`src/logic/rcfm_pkg.sv`:
```
// Constants, field layouts and types of the resolver conversion fault monitor
// Notes on behaviour
// - Circuit select 0 picks high-speed epsilon detector
// - Judge-time field 11b gives a 7.37 ms window
// - Arm bit masks faults 26 ms, then enables
// - Clear write resets each status flag whose fault has gone
// - Flag stays set if its fault persists
// - Conv route 0 sets summary, held, flag, detail
// - Mode 0 compares mode-0 and mode-1 angles
// - Threshold field value 2 means +-32 LSB
// - Threshold field used only in mode 0
// - Mode 1 compares twin circuits at +-1 LSB
// - Dual route 0 sets summary, held, flag, detail
// - Supply and ground shorts checked on six lines
// - Excitation and common checks only with external excitation
// - Switch opens, lines tested 13 us each
// - Monitor outputs sit at common while open
// - Angle advances at captured speed while open
// - Half-period abnormal above 50% out-of-range
// - Window fault when abnormal halves exceed 50%
// - Software start bit runs one short sequence
`default_nettype none
package rcfm_pkg;
  // Clock and timing
  localparam int CLK_MHZ       = 250;
  localparam int CLK_PERIOD_PS = 1000000 / CLK_MHZ;
  localparam int ARM_MS        = 26;
  localparam int ARM_CYC       = ARM_MS * 1000 * CLK_MHZ;
  localparam int JUDGE0_US     = 920;
  localparam int JUDGE1_US     = 1840;
  localparam int JUDGE2_US     = 3680;
  localparam int JUDGE3_US     = 7370;
  localparam int JUDGE0_CYC    = JUDGE0_US * CLK_MHZ;
  localparam int JUDGE1_CYC    = JUDGE1_US * CLK_MHZ;
  localparam int JUDGE2_CYC    = JUDGE2_US * CLK_MHZ;
  localparam int JUDGE3_CYC    = JUDGE3_US * CLK_MHZ;
  localparam int SLOT_NS       = 13000;
  localparam int SLOT_CYC      = SLOT_NS * 1000 / CLK_PERIOD_PS;
  localparam int NUM_LINES     = 6;
  // Dual path thresholds in LSB per field code
  localparam int DP_THR0       = 8;
  localparam int DP_THR1       = 16;
  localparam int DP_THR2       = 32;
  localparam int DP_THR3       = 64;
  localparam int MODE1_THR     = 1;
  // Register byte offsets
  localparam int ADDR_W        = 8;
  localparam logic [7:0] REG_CFG  = 8'h00;
  localparam logic [7:0] REG_CTRL = 8'h04;
  localparam logic [7:0] REG_STAT = 8'h08;
  // Configuration fields
  localparam int CF_CVSEL      = 0;
  localparam int CF_JUDGE      = 1;
  localparam int CF_CVROUTE    = 3;
  localparam int CF_MODE       = 4;
  localparam int CF_THR        = 5;
  localparam int CF_DPROUTE    = 7;
  localparam int CF_EXSRC      = 8;
  localparam int CF_TRIG       = 9;
  localparam int CF_W          = 11;
  localparam logic [10:0] CFG_RST = 11'h000;
  localparam logic [1:0] TRIG_SW  = 2'h1;
  // Control fields
  localparam int CT_ARM        = 0;
  localparam int CT_CLR        = 1;
  localparam int CT_START      = 2;
  // Status fields
  localparam int ST_SUM        = 0;
  localparam int ST_HELD       = 1;
  localparam int ST_CONV       = 2;
  localparam int ST_CONV_DET   = 3;
  localparam int ST_DUAL       = 4;
  localparam int ST_DUAL_DET   = 5;
  localparam int ST_PWR        = 6;
  localparam int ST_GND        = 12;
  localparam int ST_W          = 18;
  // Short test sequencer states
  typedef enum logic [1:0]
  {
    SEQ_IDLE = 2'b00,
    SEQ_TEST = 2'b01,
    SEQ_DONE = 2'b11
  } rcfm_seq_e;
endpackage
`default_nettype wire

```
`src/logic/rcfm_short_if.sv`:
```
// Interface between fault monitor and short test sequencer
`timescale 1ns/1ps
`default_nettype none
interface rcfm_short_if;
  logic       start;
  logic       busy;
  logic       done;
  logic       sw_open;
  logic [2:0] line;
  logic [5:0] pwr;
  logic [5:0] gnd;
  modport ctl (output start, input busy, done, sw_open, line, pwr, gnd);
  modport seq (input start, output busy, done, sw_open, line, pwr, gnd);
endinterface
`default_nettype wire

```
`src/logic/rcfm_short_seq.sv`:
```
// Sequencer that opens the input switch and tests six lines in turn
`timescale 1ns/1ps
`default_nettype none
module rcfm_short_seq
(
  input  wire logic                        clk_sys_i,
  input  wire logic                        rst_b_i,
  rcfm_short_if.seq                        sh,
  input  wire logic [rcfm_pkg::NUM_LINES-1:0] line_hi_i,
  input  wire logic [rcfm_pkg::NUM_LINES-1:0] line_lo_i
);
  import rcfm_pkg::*;

  rcfm_seq_e  state;
  logic [11:0] slot_cnt;

  assign sh.busy = (state != SEQ_IDLE);

  // Walk the lines, one slot each, with the switch open
  always_ff @(posedge clk_sys_i or negedge rst_b_i)
  begin
    if (!rst_b_i)
    begin
      state      <= SEQ_IDLE;
      slot_cnt   <= 12'h000;
      sh.line    <= 3'h0;
      sh.sw_open <= 1'b0;
      sh.done    <= 1'b0;
      sh.pwr     <= 6'h00;
      sh.gnd     <= 6'h00;
    end
    else
    begin
      sh.done <= 1'b0;
      case (state)
        SEQ_IDLE:
        begin
          if (sh.start)
          begin
            state      <= SEQ_TEST;
            slot_cnt   <= 12'h000;
            sh.line    <= 3'h0;
            sh.sw_open <= 1'b1;
            sh.pwr     <= 6'h00;
            sh.gnd     <= 6'h00;
          end
        end
        SEQ_TEST:
        begin
          if (slot_cnt == 12'(SLOT_CYC - 1))
          begin
            slot_cnt            <= 12'h000;
            sh.pwr[sh.line]     <= line_hi_i[sh.line];
            sh.gnd[sh.line]     <= line_lo_i[sh.line];
            if (sh.line == 3'(NUM_LINES - 1))
            begin
              state      <= SEQ_DONE;
              sh.sw_open <= 1'b0;
            end
            else
            begin
              sh.line <= sh.line + 3'h1;
            end
          end
          else
          begin
            slot_cnt <= slot_cnt + 12'h001;
          end
        end
        SEQ_DONE:
        begin
          state   <= SEQ_IDLE;
          sh.done <= 1'b1;
        end
        default:
        begin
          state <= SEQ_IDLE;
        end
      endcase
    end
  end
endmodule
`default_nettype wire

```
`src/logic/rcfm_monitor_top.sv`:
```
// Resolver conversion fault monitor with Avalon-MM register slave
//
// Chosen here: the placing of the registers and the Avalon-MM register port.
`timescale 1ns/1ps
`default_nettype none
module rcfm_monitor_top
#(
  parameter int ANGLE_W    = 16,
  parameter int ARM_CYCLES = rcfm_pkg::ARM_CYC,
  parameter int JUDGE_CYC0 = rcfm_pkg::JUDGE0_CYC,
  parameter int JUDGE_CYC1 = rcfm_pkg::JUDGE1_CYC,
  parameter int JUDGE_CYC2 = rcfm_pkg::JUDGE2_CYC,
  parameter int JUDGE_CYC3 = rcfm_pkg::JUDGE3_CYC
)
(
  input  wire logic                           clk_sys_i,
  input  wire logic                           rst_b_i,
  input  wire logic [rcfm_pkg::ADDR_W-1:0]    avs_address_i,
  input  wire logic                           avs_read_i,
  input  wire logic                           avs_write_i,
  input  wire logic [31:0]                    avs_writedata_i,
  input  wire logic [3:0]                     avs_byteenable_i,
  output logic      [31:0]                    avs_readdata_o,
  output logic                                avs_waitrequest_o,
  input  wire logic                           epsilon_out_of_range_hs_i,
  input  wire logic                           epsilon_out_of_range_std_i,
  input  wire logic                           exc_half_tick_i,
  input  wire logic [ANGLE_W-1:0]             angle_mode0_i,
  input  wire logic [ANGLE_W-1:0]             angle_mode1_a_i,
  input  wire logic [ANGLE_W-1:0]             angle_mode1_b_i,
  input  wire logic [ANGLE_W-1:0]             speed_i,
  input  wire logic [rcfm_pkg::NUM_LINES-1:0] line_at_supply_i,
  input  wire logic [rcfm_pkg::NUM_LINES-1:0] line_at_ground_i,
  output logic                                err_summary_o,
  output logic                                held_fault_o,
  output logic                                switch_open_o,
  output logic                                monitor_at_common_o,
  output logic                                short_test_busy_o,
  output logic      [ANGLE_W-1:0]             angle_o
);
  import rcfm_pkg::*;

  rcfm_short_if sh ();

  logic                 wait_q;
  logic [31:0]          rdata_q;
  logic [CF_W-1:0]      cfg;
  logic                 arm;
  logic                 mask_released;
  logic [23:0]          arm_cnt;
  logic                 wr_done;
  logic                 wr_cfg;
  logic                 wr_ctrl;
  logic                 clr_w;
  logic                 start_w;
  logic                 eps;
  logic [15:0]          hp_cyc;
  logic [15:0]          hp_hi;
  logic [23:0]          win_cyc;
  logic [23:0]          win_lim;
  logic                 win_end;
  logic [15:0]          half_tot;
  logic [15:0]          half_abn;
  logic                 conv_cond_q;
  logic                 conv_evt_q;
  logic [ANGLE_W-1:0]   path_a;
  logic [ANGLE_W-1:0]   path_b;
  logic [ANGLE_W-1:0]   diff;
  logic [ANGLE_W-1:0]   abs_diff;
  logic [ANGLE_W-1:0]   thr;
  logic                 dual_raw_q;
  logic [5:0]           hi_m;
  logic [5:0]           hi_s;
  logic [5:0]           lo_m;
  logic [5:0]           lo_s;
  logic [5:0]           line_mask;
  logic [11:0]          short_cond_q;
  logic                 short_evt_q;
  logic [ST_W-1:0]      err_q;
  logic [ST_W-1:0]      set_vec;
  logic [ST_W-1:0]      cond_vec;
  logic [ANGLE_W-1:0]   speed_hold;
  logic [ANGLE_W-1:0]   angle_q;
  logic                 monitor_q;
  logic                 sw_q;

  // Bus handshake: a request completes one cycle after it is presented
  assign wr_done = avs_write_i && !wait_q;
  assign wr_cfg  = wr_done && (avs_address_i == REG_CFG);
  assign wr_ctrl = wr_done && (avs_address_i == REG_CTRL) && avs_byteenable_i[0];
  assign clr_w   = wr_ctrl && avs_writedata_i[CT_CLR];
  assign start_w = wr_ctrl && avs_writedata_i[CT_START];

  // Waitrequest drops for exactly one cycle per request
  always_ff @(posedge clk_sys_i or negedge rst_b_i)
  begin
    if (!rst_b_i)
      wait_q <= 1'b1;
    else
      wait_q <= !((avs_read_i || avs_write_i) && wait_q);
  end

  // Read data captured while waitrequest is high; unmapped reads return zero
  always_ff @(posedge clk_sys_i or negedge rst_b_i)
  begin
    if (!rst_b_i)
      rdata_q <= 32'h0000_0000;
    else if (avs_read_i && wait_q)
    begin
      if (avs_address_i == REG_CFG)
        rdata_q <= 32'(cfg);
      else if (avs_address_i == REG_CTRL)
        rdata_q <= {29'h0, sh.busy, mask_released, arm};
      else if (avs_address_i == REG_STAT)
        rdata_q <= 32'(err_q);
      else
        rdata_q <= 32'h0000_0000;
    end
  end

  assign avs_readdata_o    = rdata_q;
  assign avs_waitrequest_o = wait_q;

  // Configuration register, two byte lanes
  always_ff @(posedge clk_sys_i or negedge rst_b_i)
  begin
    if (!rst_b_i)
      cfg <= CFG_RST;
    else if (wr_cfg)
    begin
      if (avs_byteenable_i[0])
        cfg[7:0] <= avs_writedata_i[7:0];
      if (avs_byteenable_i[1])
        cfg[10:8] <= avs_writedata_i[10:8];
    end
  end

  // Arm bit and its mask timer
  always_ff @(posedge clk_sys_i or negedge rst_b_i)
  begin
    if (!rst_b_i)
    begin
      arm           <= 1'b0;
      arm_cnt       <= 24'h000000;
      mask_released <= 1'b0;
    end
    else
    begin
      if (wr_ctrl)
        arm <= avs_writedata_i[CT_ARM];
      if (!arm)
      begin
        arm_cnt       <= 24'h000000;
        mask_released <= 1'b0;
      end
      else if (arm_cnt != 24'(ARM_CYCLES - 1))
        arm_cnt <= arm_cnt + 24'h000001;
      else
        mask_released <= 1'b1;
    end
  end

  // Epsilon source choice
  assign eps = cfg[CF_CVSEL] ? epsilon_out_of_range_std_i : epsilon_out_of_range_hs_i;

  // Window length per judge-time code
  always_comb
  begin
    case (cfg[CF_JUDGE +: 2])
      2'h0:    win_lim = 24'(JUDGE_CYC0);
      2'h1:    win_lim = 24'(JUDGE_CYC1);
      2'h2:    win_lim = 24'(JUDGE_CYC2);
      default: win_lim = 24'(JUDGE_CYC3);
    endcase
  end

  assign win_end = (win_cyc >= win_lim - 24'h000001);

  // Half-period duty count and window aggregation
  always_ff @(posedge clk_sys_i or negedge rst_b_i)
  begin
    if (!rst_b_i)
    begin
      hp_cyc      <= 16'h0000;
      hp_hi       <= 16'h0000;
      win_cyc     <= 24'h000000;
      half_tot    <= 16'h0000;
      half_abn    <= 16'h0000;
      conv_cond_q <= 1'b0;
      conv_evt_q  <= 1'b0;
    end
    else
    begin
      conv_evt_q <= 1'b0;
      if (exc_half_tick_i)
      begin
        hp_cyc <= 16'h0000;
        hp_hi  <= 16'h0000;
      end
      else
      begin
        hp_cyc <= hp_cyc + 16'h0001;
        hp_hi  <= hp_hi + {15'h0000, eps};
      end
      if (win_end)
      begin
        win_cyc     <= 24'h000000;
        half_tot    <= 16'h0000;
        half_abn    <= 16'h0000;
        conv_cond_q <= {half_abn, 1'b0} > {1'b0, half_tot};
        conv_evt_q  <= ({half_abn, 1'b0} > {1'b0, half_tot}) && mask_released;
      end
      else
      begin
        win_cyc <= win_cyc + 24'h000001;
        if (exc_half_tick_i)
        begin
          half_tot <= half_tot + 16'h0001;
          if ({hp_hi, 1'b0} > {1'b0, hp_cyc})
            half_abn <= half_abn + 16'h0001;
        end
      end
    end
  end

  // Dual path comparison, wrap-safe difference
  assign path_a   = cfg[CF_MODE] ? angle_mode1_a_i : angle_mode0_i;
  assign path_b   = cfg[CF_MODE] ? angle_mode1_b_i : angle_mode1_a_i;
  assign diff     = path_a - path_b;
  assign abs_diff = diff[ANGLE_W-1] ? (~diff + 1'b1) : diff;

  // Threshold: field in mode 0, fixed one LSB in mode 1
  always_comb
  begin
    if (cfg[CF_MODE])
      thr = ANGLE_W'(MODE1_THR);
    else
    begin
      case (cfg[CF_THR +: 2])
        2'h0:    thr = ANGLE_W'(DP_THR0);
        2'h1:    thr = ANGLE_W'(DP_THR1);
        2'h2:    thr = ANGLE_W'(DP_THR2);
        default: thr = ANGLE_W'(DP_THR3);
      endcase
    end
  end

  // Registered comparator result
  always_ff @(posedge clk_sys_i or negedge rst_b_i)
  begin
    if (!rst_b_i)
      dual_raw_q <= 1'b0;
    else
      dual_raw_q <= abs_diff > thr;
  end

  // Two-flop synchronisers for the line comparators
  always_ff @(posedge clk_sys_i or negedge rst_b_i)
  begin
    if (!rst_b_i)
    begin
      hi_m <= 6'h00;
      hi_s <= 6'h00;
      lo_m <= 6'h00;
      lo_s <= 6'h00;
    end
    else
    begin
      hi_m <= line_at_supply_i;
      hi_s <= hi_m;
      lo_m <= line_at_ground_i;
      lo_s <= lo_m;
    end
  end

  assign sh.start  = start_w && (cfg[CF_TRIG +: 2] == TRIG_SW) && !sh.busy;
  assign line_mask = cfg[CF_EXSRC] ? 6'h3c : 6'h3f;

  rcfm_short_seq u_seq
  (
    .clk_sys_i (clk_sys_i),
    .rst_b_i   (rst_b_i),
    .sh        (sh),
    .line_hi_i (hi_s),
    .line_lo_i (lo_s)
  );

  // Short results held until the next sequence
  always_ff @(posedge clk_sys_i or negedge rst_b_i)
  begin
    if (!rst_b_i)
    begin
      short_cond_q <= 12'h000;
      short_evt_q  <= 1'b0;
    end
    else
    begin
      short_evt_q <= sh.done && mask_released;
      if (sh.done)
        short_cond_q <= {sh.gnd & line_mask, sh.pwr & line_mask};
    end
  end

  // Fault routing into set events and persisting conditions
  always_comb
  begin
    set_vec  = '0;
    cond_vec = '0;
    set_vec[ST_CONV_DET]  = conv_evt_q;
    cond_vec[ST_CONV_DET] = conv_cond_q && mask_released;
    if (!cfg[CF_CVROUTE])
    begin
      set_vec[ST_CONV]  = conv_evt_q;
      cond_vec[ST_CONV] = conv_cond_q && mask_released;
    end
    set_vec[ST_DUAL_DET]  = dual_raw_q && mask_released;
    cond_vec[ST_DUAL_DET] = dual_raw_q && mask_released;
    if (!cfg[CF_DPROUTE])
    begin
      set_vec[ST_DUAL]  = dual_raw_q && mask_released;
      cond_vec[ST_DUAL] = dual_raw_q && mask_released;
    end
    if (short_evt_q)
    begin
      set_vec[ST_PWR +: 6] = short_cond_q[5:0];
      set_vec[ST_GND +: 6] = short_cond_q[11:6];
      if ((short_cond_q[5:2] | short_cond_q[11:8]) != 4'h0)
        set_vec[ST_CONV] = 1'b1;
    end
    if (mask_released)
    begin
      cond_vec[ST_PWR +: 6] = short_cond_q[5:0];
      cond_vec[ST_GND +: 6] = short_cond_q[11:6];
      if ((short_cond_q[5:2] | short_cond_q[11:8]) != 4'h0)
        cond_vec[ST_CONV] = 1'b1;
    end
    set_vec[ST_SUM]   = set_vec[ST_CONV] || set_vec[ST_DUAL] || (short_evt_q && (short_cond_q != 12'h000));
    set_vec[ST_HELD]  = set_vec[ST_SUM];
    cond_vec[ST_SUM]  = cond_vec[ST_CONV] || cond_vec[ST_DUAL] || (cond_vec[17:6] != 12'h000);
    cond_vec[ST_HELD] = cond_vec[ST_SUM];
  end

  // Sticky status flags; set wins over clear
  always_ff @(posedge clk_sys_i or negedge rst_b_i)
  begin
    if (!rst_b_i)
      err_q <= '0;
    else if (clr_w)
      err_q <= cond_vec | set_vec;
    else
      err_q <= err_q | set_vec;
  end

  // Angle output advances at captured speed while inputs are open
  always_ff @(posedge clk_sys_i or negedge rst_b_i)
  begin
    if (!rst_b_i)
    begin
      speed_hold <= '0;
      angle_q    <= '0;
      monitor_q  <= 1'b0;
      sw_q       <= 1'b0;
    end
    else
    begin
      if (sh.start)
        speed_hold <= speed_i;
      if (sh.sw_open)
        angle_q <= angle_q + speed_hold;
      else
        angle_q <= path_a;
      monitor_q <= sh.sw_open;
      sw_q      <= sh.sw_open;
    end
  end

  assign err_summary_o       = err_q[ST_SUM];
  assign held_fault_o        = err_q[ST_HELD];
  assign switch_open_o       = sw_q;
  assign monitor_at_common_o = monitor_q;
  assign short_test_busy_o   = sw_q;
  assign angle_o             = angle_q;
endmodule
`default_nettype wire

```
`config.mk`:
```
export PLATFORM = sky130hd
export DESIGN_NAME = rcfm_monitor_top
export DESIGN_NICKNAME = d
export VERILOG_FILES = /design/src/logic/rcfm_pkg.sv /design/src/logic/rcfm_short_if.sv /design/src/logic/rcfm_short_seq.sv /design/src/logic/rcfm_monitor_top.sv
export SDC_FILE = /design/constraint.sdc
export NUM_CORES = 1
export LEC_CHECK = 0
export ABC_AREA = 1
export BUFFER_PORTS_ARGS = -buffer_cell sky130_fd_sc_hd__buf_2
export CAP_MARGIN = 20
export CORE_AREA = 3 3 216 218
export DETAILED_ROUTE_END_ITERATION = 10
export DIE_AREA = 0 0 219 221
export MAX_ROUTING_LAYER = met4
export SYNTH_ARGS = -nofsm -noshare
export SYNTH_HDL_FRONTEND = slang
export SYNTH_SLANG_ARGS = --single-unit
```
`constraint.sdc`:
```
create_clock -name clk_sys_i -period 4 [get_ports clk_sys_i]
set_input_delay 0.8 -clock clk_sys_i [delete_from_list [all_inputs] [get_ports clk_sys_i]]
set_output_delay 0.8 -clock clk_sys_i [all_outputs]
set_load 0.02 [all_outputs]
```
==> results, run 1 <==
- At the worst endpoint, the arrival time is 4140 ps.
- For the pin with the worst max-slew slack, the measured transition is 768 ps.
- The sequential-to-total area share from yosys stat is 42.6%.
- The cell family contributing the most delay on the critical path is adder cells.
- Yosys mapped a number of flops with a built-in enable equal to 0.
- The maximum single-stage delay on the critical path is 520 ps.
- In this run the count of I/O pins placed on the die edge is 181.
- The count of buffers added on input and output ports is 143.
- For the worst-skew pair, the clock arrives at the later sink with an insertion delay of 580 ps.
- The worst setup path is captured at a register.
- The leading cell type in the layout, fill and taps excluded is sky130_fd_sc_hd__nand2_1.
- The floorplan has 78 rows.
- The worst register-to-register path ends at dual_raw_q$_DFF_PN0_.
- The worst min-delay path category is in2async.
- The flip-flop and latch count after synthesis is 266.
- The number of distinct library cells after synthesis is 65.
- Counting the buffers created by CTS gives 31.
- The relative slew slack is 48.7%.
- The completed layout was analyzed and its total power is 6.51 mW.
- The number of global-route vias before repair was 13,300.
- For this configuration, the core starts out at a cell density of 34.7%.
- The first detailed-routing pass took 5 iterations.
- The buffer and inverter count on the worst path is 5.
- The number of hold buffers added after CTS was 0.
- The final net count is 2,371.
- The tree is rooted in a sky130_fd_sc_hd__clkbuf_16.
- The mapped netlist covers 15,600 sq um.
- Counting the fill cells in the layout gives about 4,600.
- The number of endpoints with negative hold slack in the final report is 0.
- The total routing usage reported by global routing is 16.0%.
- The slack of the critical path is between 300 and 400 ps.
- The tool flagged a number of max-cap violations equal to 0.
- The worst register-to-register path has a depth of 22.
- The antenna violation net count after detailed routing is 0.
- The required time reported for the critical path endpoint is 4460 ps.
- The cell area after layout is 18,500 sq um.
- In the synthesized netlist, the number of instances is 1,961.
- The global-route wire length before repair is 63.7 mm.
- TritonCTS built the clock tree.
- The number of max-slew violations in the final report is 0.
- The clock arrives with 12.9 ps of skew.
- The worst path uses 92.2% of the clock period.
- After legalization and detailed placement, the total HPWL measured about 29 mm.
- The startpoint kind of the worst setup timing path is a register.
- Among all flip-flop cells after synthesis, the most frequent one is sky130_fd_sc_hd__dfrtp_1.
- The worst hold slack is ~190 ps.
- Counting along the longest clock path gives a buffer depth of 3.
- The maximum number of pins on one net before global-route repair is 83.
- The launch point of the worst reg-to-reg path is cfg[4]$_DFFE_PN0P_.
- Static timing analysis puts the maximum clock frequency at approximately 270 MHz.
- In this run the standard cell core region covers 45,100 sq um.
- The async set or reset register ratio after synthesis is 100%.
- The highest-delay cell along the critical path is sky130_fd_sc_hd__fa_2.
- Traced cell by cell, the critical path runs through buf_12, o21ai_1, ha_1, inv_2, fa_2, inv_1, ha_1, inv_1, nor2_1, buf_4, a21oi_1, xnor2_1, ha_1, a21o_1, a21oi_2, o21ai_1, a21oi_1, nand2_1, nor2_1, nand3_1, nor3_2, nand2_1.
- In the layout the commonest cells are sky130_fd_sc_hd__nand2_1, sky130_fd_sc_hd__dfrtp_1, sky130_fd_sc_hd__inv_1.
- The via total after detailed routing is 13,400.
- The count of H-tree levels built during CTS is 1.
- Adding up every negative setup slack in the final design gives 0 ps.
- The TritonCTS sink count is 266.
- The number of antenna violations at the first check in global routing was 3.
- The area growth from synthesis to layout is 18.4%.
- The Yosys step of the flow raised 0 warnings.
- The run finished with clean final reports.
- The setup check on the worst reg-to-reg path leaves a slack of 310 ps.
- The dominant cell type by count on the critical path is sky130_fd_sc_hd__ha_1.
- Dividing the detail-routed wire length by the instance count gives 13.8 um.
- The final core utilization is 41.1%.
- The remaining routing DRC violations is 0.
- Counting I/O delays and the setup requirement, the final critical path takes 3690 ps.
- Leaving out filler cells and counting taps, the final layout contains 2,768.
- The die outline area is 48,400 sq um.
- The clock slew seen by the registers of the worst setup and hold paths is 60 ps.
- The die is approximately 220 um tall.
- The final wirelength is 38.3 mm.
- After the first detailed-routing iteration, the DRC count stood at 654.
- The die boundary width is 219 um.
- The final RePlAce weighted congestion is between 0.8 and 0.9.
- In this run the worst path has a maximum fanout of 18.
- The start-to-end type of the worst setup path is reg2reg.
- The cell area power density is 351 nW/um^2.
- The total setup violations reported at the end of the flow is 0.
- The detail-routed via count per cell is about 4.9.
- The total overflow left after global routing is 0.
- The static leakage power is just over 9 nW.
- The placed cell area is 17,300 sq um.
- The peak ir drop on the vdd network is 0.350 mV.
- In the final layout, the share of cells above drive strength 1 is 15.7%.
- The cell count after placement is 2,707.
- The worst slack at placement is -155 ps.
- The average footprint of a synthesized cell is roughly 8 sq um.
synthesized netlist by cell type (all sizes together), types with 3 or more instances:
cell	number	share of area, %
a211oi	5	0.24
nor3b	3	0.25
ha	98	7.8
inv	268	6.4
a21o	8	0.38
nand3	96	3.1
a221oi	3	0.17
o22ai	22	0.88
nand3b	5	0.24
clkbuf	21	0.50
nor3	64	2.3
xor2	42	2.4
a22oi	5	0.24
or2	7	0.30
xnor2	12	0.67
mux2	4	0.29
a31oi	6	0.24
buf	35	1.5
a22o	12	0.67
nor2	194	4.9
o21ai	117	3.7
nor4	19	1.2
a21oi	104	3.4
o31ai	4	0.19
nand2	447	11
o211ai	10	0.48
nand4	43	1.7
dfrtp	265	42
o21a	3	0.14
mux2i	14	0.90
cell families (layout without fill, tap and decap cells):
kind of cell	count (synthesis)	after routing	share of synthesized area, %
other	1	19	0.0240
buffers and inverters	325	514	8.42
adder cells (fa/ha/maj)	100	100	8.09
flip-flops	266	266	42.6
XOR/XNOR	54	54	3.02
multiplexers	18	18	1.18
AO/OA/AOI/OAI	315	315	11.6
AND/OR/NAND/NOR	882	882	25.1
what timing repair did:
action                                  4_1_cts  5_1_grt
resized for setup                             0       50
hold endpoints to repair                      0        0
endpoints found under the setup margin        0        1
setup buffers                                 0        3
worst register-to-register path: cells and delay by family, from the launching register on:
kind,cells,cell delay (ps)
xor+xnor,1,100
flops,1,440
simple gates,6,530
fa+ha+maj,4,1090
compound gates,6,930
buf+inv,5,490
sequential cells by signal (all words and copies together) (netlist names), 2 cells and up:
| register | flops |
|---|---|
| avs_readdata_o | 18 |
| half_abn | 16 |
| half_tot | 16 |
| u_seq.sh.gnd | 6 |
| lo_s | 6 |
| arm_cnt | 24 |
| hi_s | 6 |
| u_seq.sh.line | 3 |
| u_seq.state | 2 |
| speed_hold | 16 |
| short_cond_q | 12 |
| angle_o | 16 |
| win_cyc | 24 |
| hp_hi | 16 |
| err_q | 18 |
| hp_cyc | 16 |
| u_seq.slot_cnt | 12 |
| hi_m | 6 |
| cfg | 11 |
| lo_m | 6 |
| u_seq.sh.pwr | 6 |
cell type report:
cell class              instances  area (sq um)  area share (%)
clock inverters                12           131           0.709
well taps                     600           751            4.05
clock buffers                  42           877            4.73
diodes                          3          7.51          0.0405
multi-input cells            1385          7940            42.9
repair buffers                191          1150            6.23
inverters                     269          1010            5.45
flip-flops and latches        266          6660            35.9
how the worst max path moves through the flow:
stage / from / to / slack (ps) / cells past startpoint
2_1_floorplan: cfg[4]$_DFFE_PN0P_ / dual_raw_q$_DFF_PN0_ / 70 / 28
3_3_place_gp: angle_mode1_a_i[14] / dual_raw_q$_DFF_PN0_ / -110 / 25
3_5_place_dp: angle_mode1_a_i[14] / dual_raw_q$_DFF_PN0_ / -160 / 25
4_1_cts: cfg[4]$_DFFE_PN0P_ / dual_raw_q$_DFF_PN0_ / 60 / 26
5_1_grt: cfg[4]$_DFFE_PN0P_ / dual_raw_q$_DFF_PN0_ / -20 / 25
6_report: cfg[4]$_DFFE_PN0P_ / dual_raw_q$_DFF_PN0_ / 310 / 22
layer usage:
metal | GRT usage (%) | wire length, um | vias up
met1 | 20.8 | 17700 | 6281
met3 | 2.46 | 1700 | 68
met2 | 26.3 | 18000 | 233
met4 | 4.10 | 997 | 0
met5 | - | 0 | -
li1 | - | - | 6844
power breakdown:
group | internal, mW | switching, mW | leakage (nW) | total [mW]
sequential | 2.76 | 0.0462 | 3.45 | 2.81
combinational | 0.348 | 0.559 | 5.18 | 0.907
clock | 1.66 | 1.13 | 0.501 | 2.79
Note: power is estimated with default switching activity, not from simulation.
==> run 2: changes to the inputs <==
Settings changed: CORE_AREA 3 3 216 218 to 3 3 217 219, DIE_AREA 0 0 219 221 to 0 0 220 222, SYNTH_HIERARCHICAL set to 1.
==> run 2 against run 1 <==
Against the previous run:
- core utilization is 0.33 points lower
- cell area decreased by 0.38%
- highest routed layer unchanged
- total power grew 0.76%
- combinational power decreased by 8.3%
- critical path type unchanged
==> results, run 2 <==
- The detail-routed via count per cell is 4.89 (+0.78%).
- The flip-flop and latch count after synthesis is 266 (unchanged).
- For this run, the leading register cell type out of synthesis is sky130_fd_sc_hd__dfrtp_1.
- The leading cell type in the layout, fill and taps excluded is sky130_fd_sc_hd__nand2_1.
- The iteration-0 DRC count of the detailed router is 872 (+33%).
- The cell type with the highest aggregate area in the netlist is sky130_fd_sc_hd__dfrtp_1.
- The worst min-delay path category is in2async.
- The async set or reset register ratio after synthesis is 100% (unchanged).
- The clock buffer count from CTS was 31 (unchanged).
- The largest registers in the layout are arm_cnt (24), win_cyc (24).
- The clock slew seen by the registers of the worst setup and hold paths is 60 ps (about the same).
- The post-route fraction of the period consumed by the critical path was 90.1% (-2.0 points).
- The minimum clock period is 3610 ps (-80.6 ps).
- The number of flops mapped to enable cells by yosys is 0 (unchanged).
- The startpoint kind of the worst setup timing path is a register.
- The cell area power density was 355 nW/um^2 (+1.1%).
- The logic depth of the worst register-to-register path came to 23 (+4.5%).
- The number of endpoints with negative hold slack in the final report is 0 (unchanged).
- The count of standard-cell rows was 78 (unchanged).
- The relative slew slack was 42.1% (-6.6 points).
- The overall die height is 222 um (+0.45%).
- The layout cell share with drive strength beyond 1 is 14.8% (-0.87 points).
- The share of the synthesized area in the top cell type is 41.8% (-0.61 points).
- In this run the clock root is driven by a sky130_fd_sc_hd__clkbuf_16.
- The count of warnings emitted by yosys came to 6 (+6).
- The post-route total power came to 6.56 mW (+0.76%).
- The effective utilization at floorplan came to 35.1% (+0.36 points).
- The worst setup path is of the reg2reg kind.
- The remaining routing DRC violations was 0 (unchanged).
- The worst setup path is captured at a register.
- The number of max-slew violations in the final report is 0 (unchanged).
- The number of cells in the finished layout apart from fillers is 2,798 (+1.1%).
- The most frequently used cell type in the post-synthesis netlist is sky130_fd_sc_hd__nand2_1.
- The count of boundary I/O pins is 181 (unchanged).
- The antenna violation net count after detailed routing came to 0 (unchanged).
- The commonest cells after synthesis are sky130_fd_sc_hd__nand2_1, sky130_fd_sc_hd__dfrtp_1, sky130_fd_sc_hd__inv_1.
- The buffer count from post-CTS setup fixing came to 0 (unchanged).
- The total of fill cells in the finished design came to 4,571 (+0.40%).
- The area growth from synthesis to layout is 16.3%.
- The source-to-sink clock delay at the later pin of the worst-skew pair is 590 ps (about the same).
- The maximum buffer depth of the clock tree is 3 (unchanged).
- The number of antenna violations at the first check in global routing is 1 (-2).
- The number of global-route vias before repair came to 13,300 (+0.20%).
- The average footprint of a synthesized cell is 7.91 sq um (-0.91%).
- The port buffer count was 143 (unchanged).
- The combined area of all synthesized cells is 15,900 sq um (+1.5%).
- The maximum net fanout on the critical path is 14 (-4).
- The fmax was 277 MHz (+2.2%).
- The number of cells produced by synthesis is 2,008 (+2.4%).
- The detailed-routing iteration count for the pre-antenna-repair pass is 7 (+2).
- The number of violations of the max-capacitance limit is 0 (unchanged).
- The setup skew after layout is 15.7 ps (+2.73 ps).
- The transition time at the pin with the least slew margin is 866 ps (+98.4 ps).
- The via total after detailed routing came to 13,700 (+1.9%).
- The static leakage power is 9.26 nW (+1.4%).
- The number of distinct library cells after synthesis came to 66 (+1.5%).
- In the layout the commonest cells are sky130_fd_sc_hd__nand2_1, sky130_fd_sc_hd__dfrtp_1, sky130_fd_sc_hd__inv_1.
- Sorting the synthesized cells by area gives the leading types as sky130_fd_sc_hd__dfrtp_1, sky130_fd_sc_hd__nand2_1, sky130_fd_sc_hd__ha_1.
- The global route total overflow was 0 (unchanged).
- The maximum number of pins on one net before global-route repair is 85 (+2.4%).
- The total routing usage reported by global routing came to 16.4% (+0.32 points).
- The total setup violations reported at the end of the flow is 0 (unchanged).
- The routed wirelength normalized by instance count is 14.1 um (+2.0%).
- The final wirelength is 39.5 mm (+3.1%).
- The count of H-tree levels built during CTS is 1 (unchanged).
- The cell count after placement is 2,738 (+1.1%).
- The final RePlAce weighted congestion is 0.898 (+0.69%).
- The post-DP HPWL came to 29.7 mm (+3.0%).
- The sequential-to-total area share from yosys stat is 41.9% (-0.61 points).
- The sum of negative setup slack is 0 ps (unchanged).
- Setup repair after global routing left no endpoint under its margin.
- The required time reported for the critical path endpoint is 4460 ps (about the same).
- The die outline area was 48,800 sq um (+0.91%).
- The final net count is 2,399 (+1.2%).
- The signal arrival time at the worst endpoint was 4060 ps (-80 ps).
- The CTS tree is built.
- The die boundary width is 220 um (+0.46%).
- The TritonCTS sink count came to 266 (unchanged).
- The peak ir drop on the vdd network is 0.335 mV (-4.5%).
- The placeable core area is 45,300 sq um (+0.43%).
- The run finished with clean final reports.
- The global-route wire length before repair is 64.9 mm (+1.8%).
## run 2: cell types whose count changed after synthesis, sizes merged, moves of 5 or more
cell | before | now
nand3 | 96 | 123
o211ai | 10 | 3
nor4 | 19 | 12
o22ai | 22 | 17
a21oi | 104 | 117
o31ai | 4 | 11
nand2 | 447 | 493
xor2 | 42 | 35
inv | 268 | 252
nand4 | 43 | 48
a22o | 12 | 0
nor3 | 64 | 77
## run 2: metrics by stage
stage	worst slack [ps]	hold slack (ps)	utilization, %	area (sq um)
final	394	221	40.8	18500
after global routing	14.4	278	40.8	18500
after CTS	240	262	40.6	18400
after detailed placement	-47.1	336	38.2	17300
after global placement	16.8	332	38.2	17300
after floorplan	18.6	331	-	15900
## run 2: layer usage
metal / up-vias / GRT usage, % / share of wire, %
met5: - / - / 0
met4: 0 / 4.86 / 2.8
met3: 62 / 2.11 / 4.1
met2: 239 / 27.0 / 47
met1: 6447 / 21.1 / 46
li1: 6929 / - / -
## run 2: worst max-delay path: stages, from the launching register on
cell and delay (ps):
sky130_fd_sc_hd__dfrtp_2 430, sky130_fd_sc_hd__buf_12 170, sky130_fd_sc_hd__buf_6 170, sky130_fd_sc_hd__mux2i_1 300, sky130_fd_sc_hd__ha_4 260, sky130_fd_sc_hd__nand2_1 50
sky130_fd_sc_hd__inv_1 50, sky130_fd_sc_hd__nand2_1 60, sky130_fd_sc_hd__nand2_1 70, sky130_fd_sc_hd__a21oi_2 210, sky130_fd_sc_hd__nand2_2 90, sky130_fd_sc_hd__nand2_2 90
sky130_fd_sc_hd__nand2_4 50, sky130_fd_sc_hd__nand2_1 70, sky130_fd_sc_hd__xor2_1 160, sky130_fd_sc_hd__inv_1 70, sky130_fd_sc_hd__ha_1 320, sky130_fd_sc_hd__a21o_1 160
sky130_fd_sc_hd__a21oi_1 140, sky130_fd_sc_hd__o21ai_0 110, sky130_fd_sc_hd__a22oi_1 160, sky130_fd_sc_hd__nand3_1 100, sky130_fd_sc_hd__nor2_1 90, sky130_fd_sc_hd__nand4_1 100
## run 2: power breakdown
part / switching [mW] / internal, mW / leakage [nW]
Combinational: 0.531 / 0.301 / 5.38
Clock: 1.22 / 1.66 / 0.508
Sequential: 0.0649 / 2.77 / 3.37
## run 2: kinds of logic (layout without fill, tap and decap cells)
group,count (synthesis),count (layout),share of synthesized area (%)
adders and majority gates,100,100,7.98
muxes,18,18,1.17
AOI/OAI and AO/OA,301,301,10.8
buffers and inverters,312,486,8.27
other,1,17,0.0236
DFF,266,266,41.9
xor gates and xnor gates,44,44,2.43
and+or+nand+nor,966,966,27.4
## run 2: layout make-up
| cell class | count | area [sq um] | area share (%) |
|---|---|---|---|
| diodes | 1 | 2.50 | 0.0136 |
| clock buffers | 38 | 852 | 4.62 |
| clock inverters | 20 | 204 | 1.10 |
| inverters | 256 | 966 | 5.23 |
| multi-input cells | 1445 | 8020 | 43.5 |
| flip-flops and latches | 266 | 6660 | 36.1 |
| well taps | 600 | 751 | 4.07 |
| repair buffers | 172 | 1000 | 5.43 |
## run 2: repair_timing
action | in CTS | in global routing
hold endpoints to repair | 0 | 0
hold buffers | 0 | 0
resized for setup | 0 | 14
setup endpoints to repair | 0 | 1
## run 2: final timing paths
path	from	end	slack (ps)
hold / removal	rst_b_i	hp_hi[8]$_DFF_PN0_	220
setup / recovery	cfg[4]$_DFFE_PN0P_	dual_raw_q$_DFF_PN0_	390
hold reg to reg	lo_m[0]$_DFF_PN0_	lo_s[0]$_DFF_PN0_	350
setup reg to reg	cfg[4]$_DFFE_PN0P_	dual_raw_q$_DFF_PN0_	390
max in group asynchronous	rst_b_i	win_cyc[18]$_DFF_PN0_	2800
min in group clk_sys_i	line_at_ground_i[5]	lo_m[5]$_DFF_PN0_	310
==> run 3: changes to the inputs <==
Settings changed: ABC_AREA 1 to not set, CORE_AREA 3 3 217 219 to 3 3 211 213, CTS_BUF_LIST set to sky130_fd_sc_hd__clkbuf_16, DIE_AREA 0 0 220 222 to 0 0 214 216.
==> run 3 against run 2 <==
Against the previous run:
- sequential share of layout area rose by 0.84 points
- total power up 6.4%
- clock-buffer cell count is 7 lower
- cell area shrank 2.3%
- core utilization is 1.3 points higher
- the run now ends with setup timing left
- critical endpoint unchanged
==> results, run 3 <==
- In the final layout, the registers with the most flip-flops are arm_cnt (24), win_cyc (24).
- The signal arrival time at the worst endpoint is 4460 ps (+400 ps).
- The share of the synthesized area in the top cell type is 44.5% (+2.7 points).
- The number of inserted diodes is 0 (-1).
- The worst slack at placement is -270 ps (-223 ps).
- The number of violations of the max-capacitance limit is 0 (unchanged).
- Tracing the worst setup path back leads to its startpoint at cfg[4]$_DFFE_PN0P_.
- The signal on the critical path passes through buf_12, mux2_4, ha_4, or2_4, o21a_4, o311a_4, nor3_2, o21ai_2, xnor2_2, o21ai_1, xnor2_1, ha_1, a21o_1, a21oi_1, nor2b_1, o21ai_1, o21ai_1, a221oi_2, o221ai_2.
- The maximum single-stage delay on the critical path was 430 ps (about the same).
- The effective utilization at floorplan is 34.8% (-0.29 points).
- The setup skew after layout is 15.6 ps (-0.0286 ps).
- The placed cell area is 16,800 sq um (-3.1%).
- The total setup violations reported at the end of the flow came to 1 (+1).
- The via total after detailed routing is 11,600 (-15%).
- The detailed-routing iteration count for the pre-antenna-repair pass came to 5 (-2).
- The total routing usage reported by global routing is 16.0% (-0.36 points).
- Leaving out fill and tap cells, the most frequent cell in the layout is sky130_fd_sc_hd__dfrtp_1.
- Setup repair after global routing could not meet its margin everywhere.
- The logic depth of the worst register-to-register path is 19 (-17%).
- The count of boundary I/O pins is 181 (unchanged).
- Leaving out fill and tap cells, the most frequent cells in the layout are sky130_fd_sc_hd__dfrtp_1, sky130_fd_sc_hd__nand2_1, sky130_fd_sc_hd__buf_2.
- The source-to-sink clock delay at the later pin of the worst-skew pair is 590 ps (about the same).
- The cell type with the highest aggregate area in the netlist is sky130_fd_sc_hd__dfrtp_1.
- The antenna violation net count after detailed routing was 0 (unchanged).
- The number of distinct library cells after synthesis came to 79 (+20%).
- TritonCTS built the clock tree.
- The sequential-to-total area share from yosys stat is 44.7% (+2.7 points).
- The number of endpoints with negative hold slack in the final report was 0 (unchanged).
- The cell chosen for the clock root is sky130_fd_sc_hd__clkbuf_16.
- The maximum number of pins on one net before global-route repair came to 82 (-3.5%).
- The layout overhead on the synthesized area is 21.0%.
- The maximum buffer depth of the clock tree is 3 (unchanged).
- The internal reg-to-reg setup slack is -20 ps (-410 ps).
- The global-route wire length before repair is 60.5 mm (-6.8%).
- The remaining routing DRC violations is 0 (unchanged).
- The number of cells produced by synthesis is 1,506 (-25%).
- The slack of the critical path is -17.5 ps (-412 ps).
- The count of cell instances traversed by the critical path is 19 (-17%).
- The final core utilization is 42.1% (+1.3 points).
- The final net count is 1,937 (-19%).
- The count of warnings emitted by yosys was 6 (unchanged).
- The maximum net fanout on the critical path is 8 (-6).
- The relative slew slack was 45.5% (+3.4 points).
- The buffer and inverter count on the worst path is 1 (-3).
- The TritonCTS sink count was 266 (unchanged).
- STA classifies the critical path endpoint as a register.
- By area the synthesized netlist is led by sky130_fd_sc_hd__dfrtp_1, sky130_fd_sc_hd__ha_1, sky130_fd_sc_hd__xnor2_1.
- The number of max-slew violations in the final report is 0 (unchanged).
- The number of antenna violations at the first check in global routing is 0 (-1).
- The final wirelength is 35.8 mm (-9.4%).
- The post-route total power is 6.97 mW (+6.4%).
- The overall die height was 216 um (-2.7%).
- The placeable core area came to 42,900 sq um (-5.3%).
- Ranked by instance count, the synthesized netlist is headed by sky130_fd_sc_hd__dfrtp_1, sky130_fd_sc_hd__nand2_1, sky130_fd_sc_hd__nor2_1.
- The cell area power density came to 387 nW/um^2 (+8.9%).
- The post-DP HPWL was 26.7 mm (-10%).
- The minimum clock period is 4020 ps (+412 ps).
- The async set or reset register ratio after synthesis is 100% (unchanged).
- The average footprint of a synthesized cell was 9.90 sq um (+25%).
- The iteration-0 DRC count of the detailed router is 727 (-17%).
- The required time reported for the critical path endpoint is 4440 ps (-20 ps).
- The count of H-tree levels built during CTS was 1 (unchanged).
- The flip-flop and latch count after synthesis is 266 (unchanged).
- The capture point of the worst reg-to-reg path is dual_raw_q$_DFF_PN0_.
- The post-route fraction of the period consumed by the critical path is 100% (+10 points).
- The clock buffer count from CTS is 31 (unchanged).
- In this run the worst hold path is classified as in2async.
- On the critical path the largest part of the delay comes from compound AO/OA/AOI/OAI gates.
- The final RePlAce weighted congestion was 0.863 (-3.9%).
- The peak ir drop on the vdd network is 0.266 mV (-20%).
- The number of global-route vias before repair came to 11,800 (-11%).
- The fmax is 249 MHz (-10%).
- The number of flops mapped to enable cells by yosys is 0 (unchanged).
- The port buffer count is 143 (unchanged).
- The die boundary width was 214 um (-2.7%).
- For this design, the slowest cell found on the critical path is sky130_fd_sc_hd__dfrtp_2.
- The start-to-end type of the worst setup path is reg2reg.
- The startpoint identified for the worst register-to-register timing path is cfg[4]$_DFFE_PN0P_.
- The count of standard-cell rows came to 76 (-2.6%).
- The die outline area is 46,200 sq um (-5.4%).
- The global route total overflow is 0 (unchanged).
- The checks that failed: setup timing.
- The static leakage power came to 8.36 nW (-9.7%).
- The transition time at the pin with the least slew margin is 817 ps (-49.0 ps).
- The layout cell share with drive strength beyond 1 is 20.4% (+5.6 points).
- The detail-routed via count per cell is 4.99 (+2.0%).
- The clock slew seen by the registers of the worst setup and hold paths is 60 ps (about the same).
- The dominant synthesized flop cell is sky130_fd_sc_hd__dfrtp_1.
- The endpoint of the worst setup timing path is dual_raw_q$_DFF_PN0_.
- Counting stages on the worst path, the most repeated cell is sky130_fd_sc_hd__o21ai_1.
- The run finished, with violations left.
- The combined area of all synthesized cells is 14,900 sq um (-6.1%).
- The startpoint kind of the worst setup timing path is a register.
- The routed wirelength normalized by instance count is 15.4 um (+9.2%).
- The number of hold buffers added after CTS was 0 (unchanged).
- The cell area after layout was 18,000 sq um (-2.3%).
- By instance count, the leading cell after synthesis is sky130_fd_sc_hd__dfrtp_1.
-- run 3: changes by cell type in the layout (fill, tap and decap cells not counted), sizes merged, moves of 42 or more --
cell,delta
nand2,-350
nor3,-56
buf,+42
a21oi,-46
inv,-179
xnor2,+67
nand3,-65
nor2,-62
-- run 3: repair_timing --
item,4_1_cts,5_1_grt
endpoints found under the setup margin,1,1
setup buffers,2,3
pin swaps,0,13
resized for setup,0,20
-- run 3: through the flow --
step,setup TNS [ps],hold WS (ps),std cells
floorplan,0,331,1521
global placement,-202,336,2257
detailed placement,-270,336,2257
CTS,0,208,2317
global route,-250,224,2320
finish,-17.5,179,2320
-- run 3: cell type report --
cell class / instances / area [sq um]
tap: 585 / 732
sequential: 266 / 6660
inverter: 70 / 263
clock buffer: 31 / 776
fill: 4164 / 24800
clock inverter: 27 / 340
timing repair buffer: 213 / 1320
multi-input combinational: 1128 / 7950
-- run 3: worst min path at each step --
stage          depth (start not counted)                  end               from
2_1_floorplan                          0    hi_s[0]$_DFF_PN0_  hi_m[0]$_DFF_PN0_
3_3_place_gp                           0    lo_s[2]$_DFF_PN0_  lo_m[2]$_DFF_PN0_
3_5_place_dp                           0    hi_s[1]$_DFF_PN0_  hi_m[1]$_DFF_PN0_
4_1_cts                                1  err_q[12]$_DFF_PN0_            rst_b_i
5_1_grt                                1  err_q[12]$_DFF_PN0_            rst_b_i
6_report                               1  err_q[12]$_DFF_PN0_            rst_b_i
-- run 3: power breakdown --
group	leakage [nW]	internal (mW)	switching, mW	total [mW]
clock network	0.555	1.92	1.15	3.08
logic	4.32	0.462	0.598	1.06
registers	3.48	2.78	0.0634	2.84
total	8.36	5.16	1.82	6.97
-- run 3: worst reg2reg max path, stage by stage, from the launching register on --
cell and delay [ps]:
sky130_fd_sc_hd__dfrtp_2 430, sky130_fd_sc_hd__buf_12 150, sky130_fd_sc_hd__mux2_4 320, sky130_fd_sc_hd__ha_4 160, sky130_fd_sc_hd__or2_4 250, sky130_fd_sc_hd__o21a_4 210, sky130_fd_sc_hd__o311a_4 360, sky130_fd_sc_hd__nor3_2 170
sky130_fd_sc_hd__o21ai_2 110, sky130_fd_sc_hd__xnor2_2 210, sky130_fd_sc_hd__o21ai_1 110, sky130_fd_sc_hd__xnor2_1 160, sky130_fd_sc_hd__ha_1 310, sky130_fd_sc_hd__a21o_1 160, sky130_fd_sc_hd__a21oi_1 140, sky130_fd_sc_hd__nor2b_1 60
sky130_fd_sc_hd__o21ai_1 140, sky130_fd_sc_hd__o21ai_1 90, sky130_fd_sc_hd__a221oi_2 200, sky130_fd_sc_hd__o221ai_2 120
-- run 3: per-layer routing --
metal,track usage [%],up-vias,wire length [um]
li1,-,5686,-
met1,20.9,5649,16500
met2,26.3,180,17000
met3,2.11,57,1440
met4,4.38,0,884
met5,-,-,0
-- run 3: logic make-up (layout without fill, tap and decap cells) --
family	Yosys count	in the layout	synth area share [%]
fa+ha+maj	100	100	8.49
mux	91	91	6.49
flops	266	266	44.7
compound gates	261	261	11.7
xor+xnor	111	111	6.52
other cells	1	16	0.0252
simple gates	549	549	18.5
buf+inv	127	341	3.66
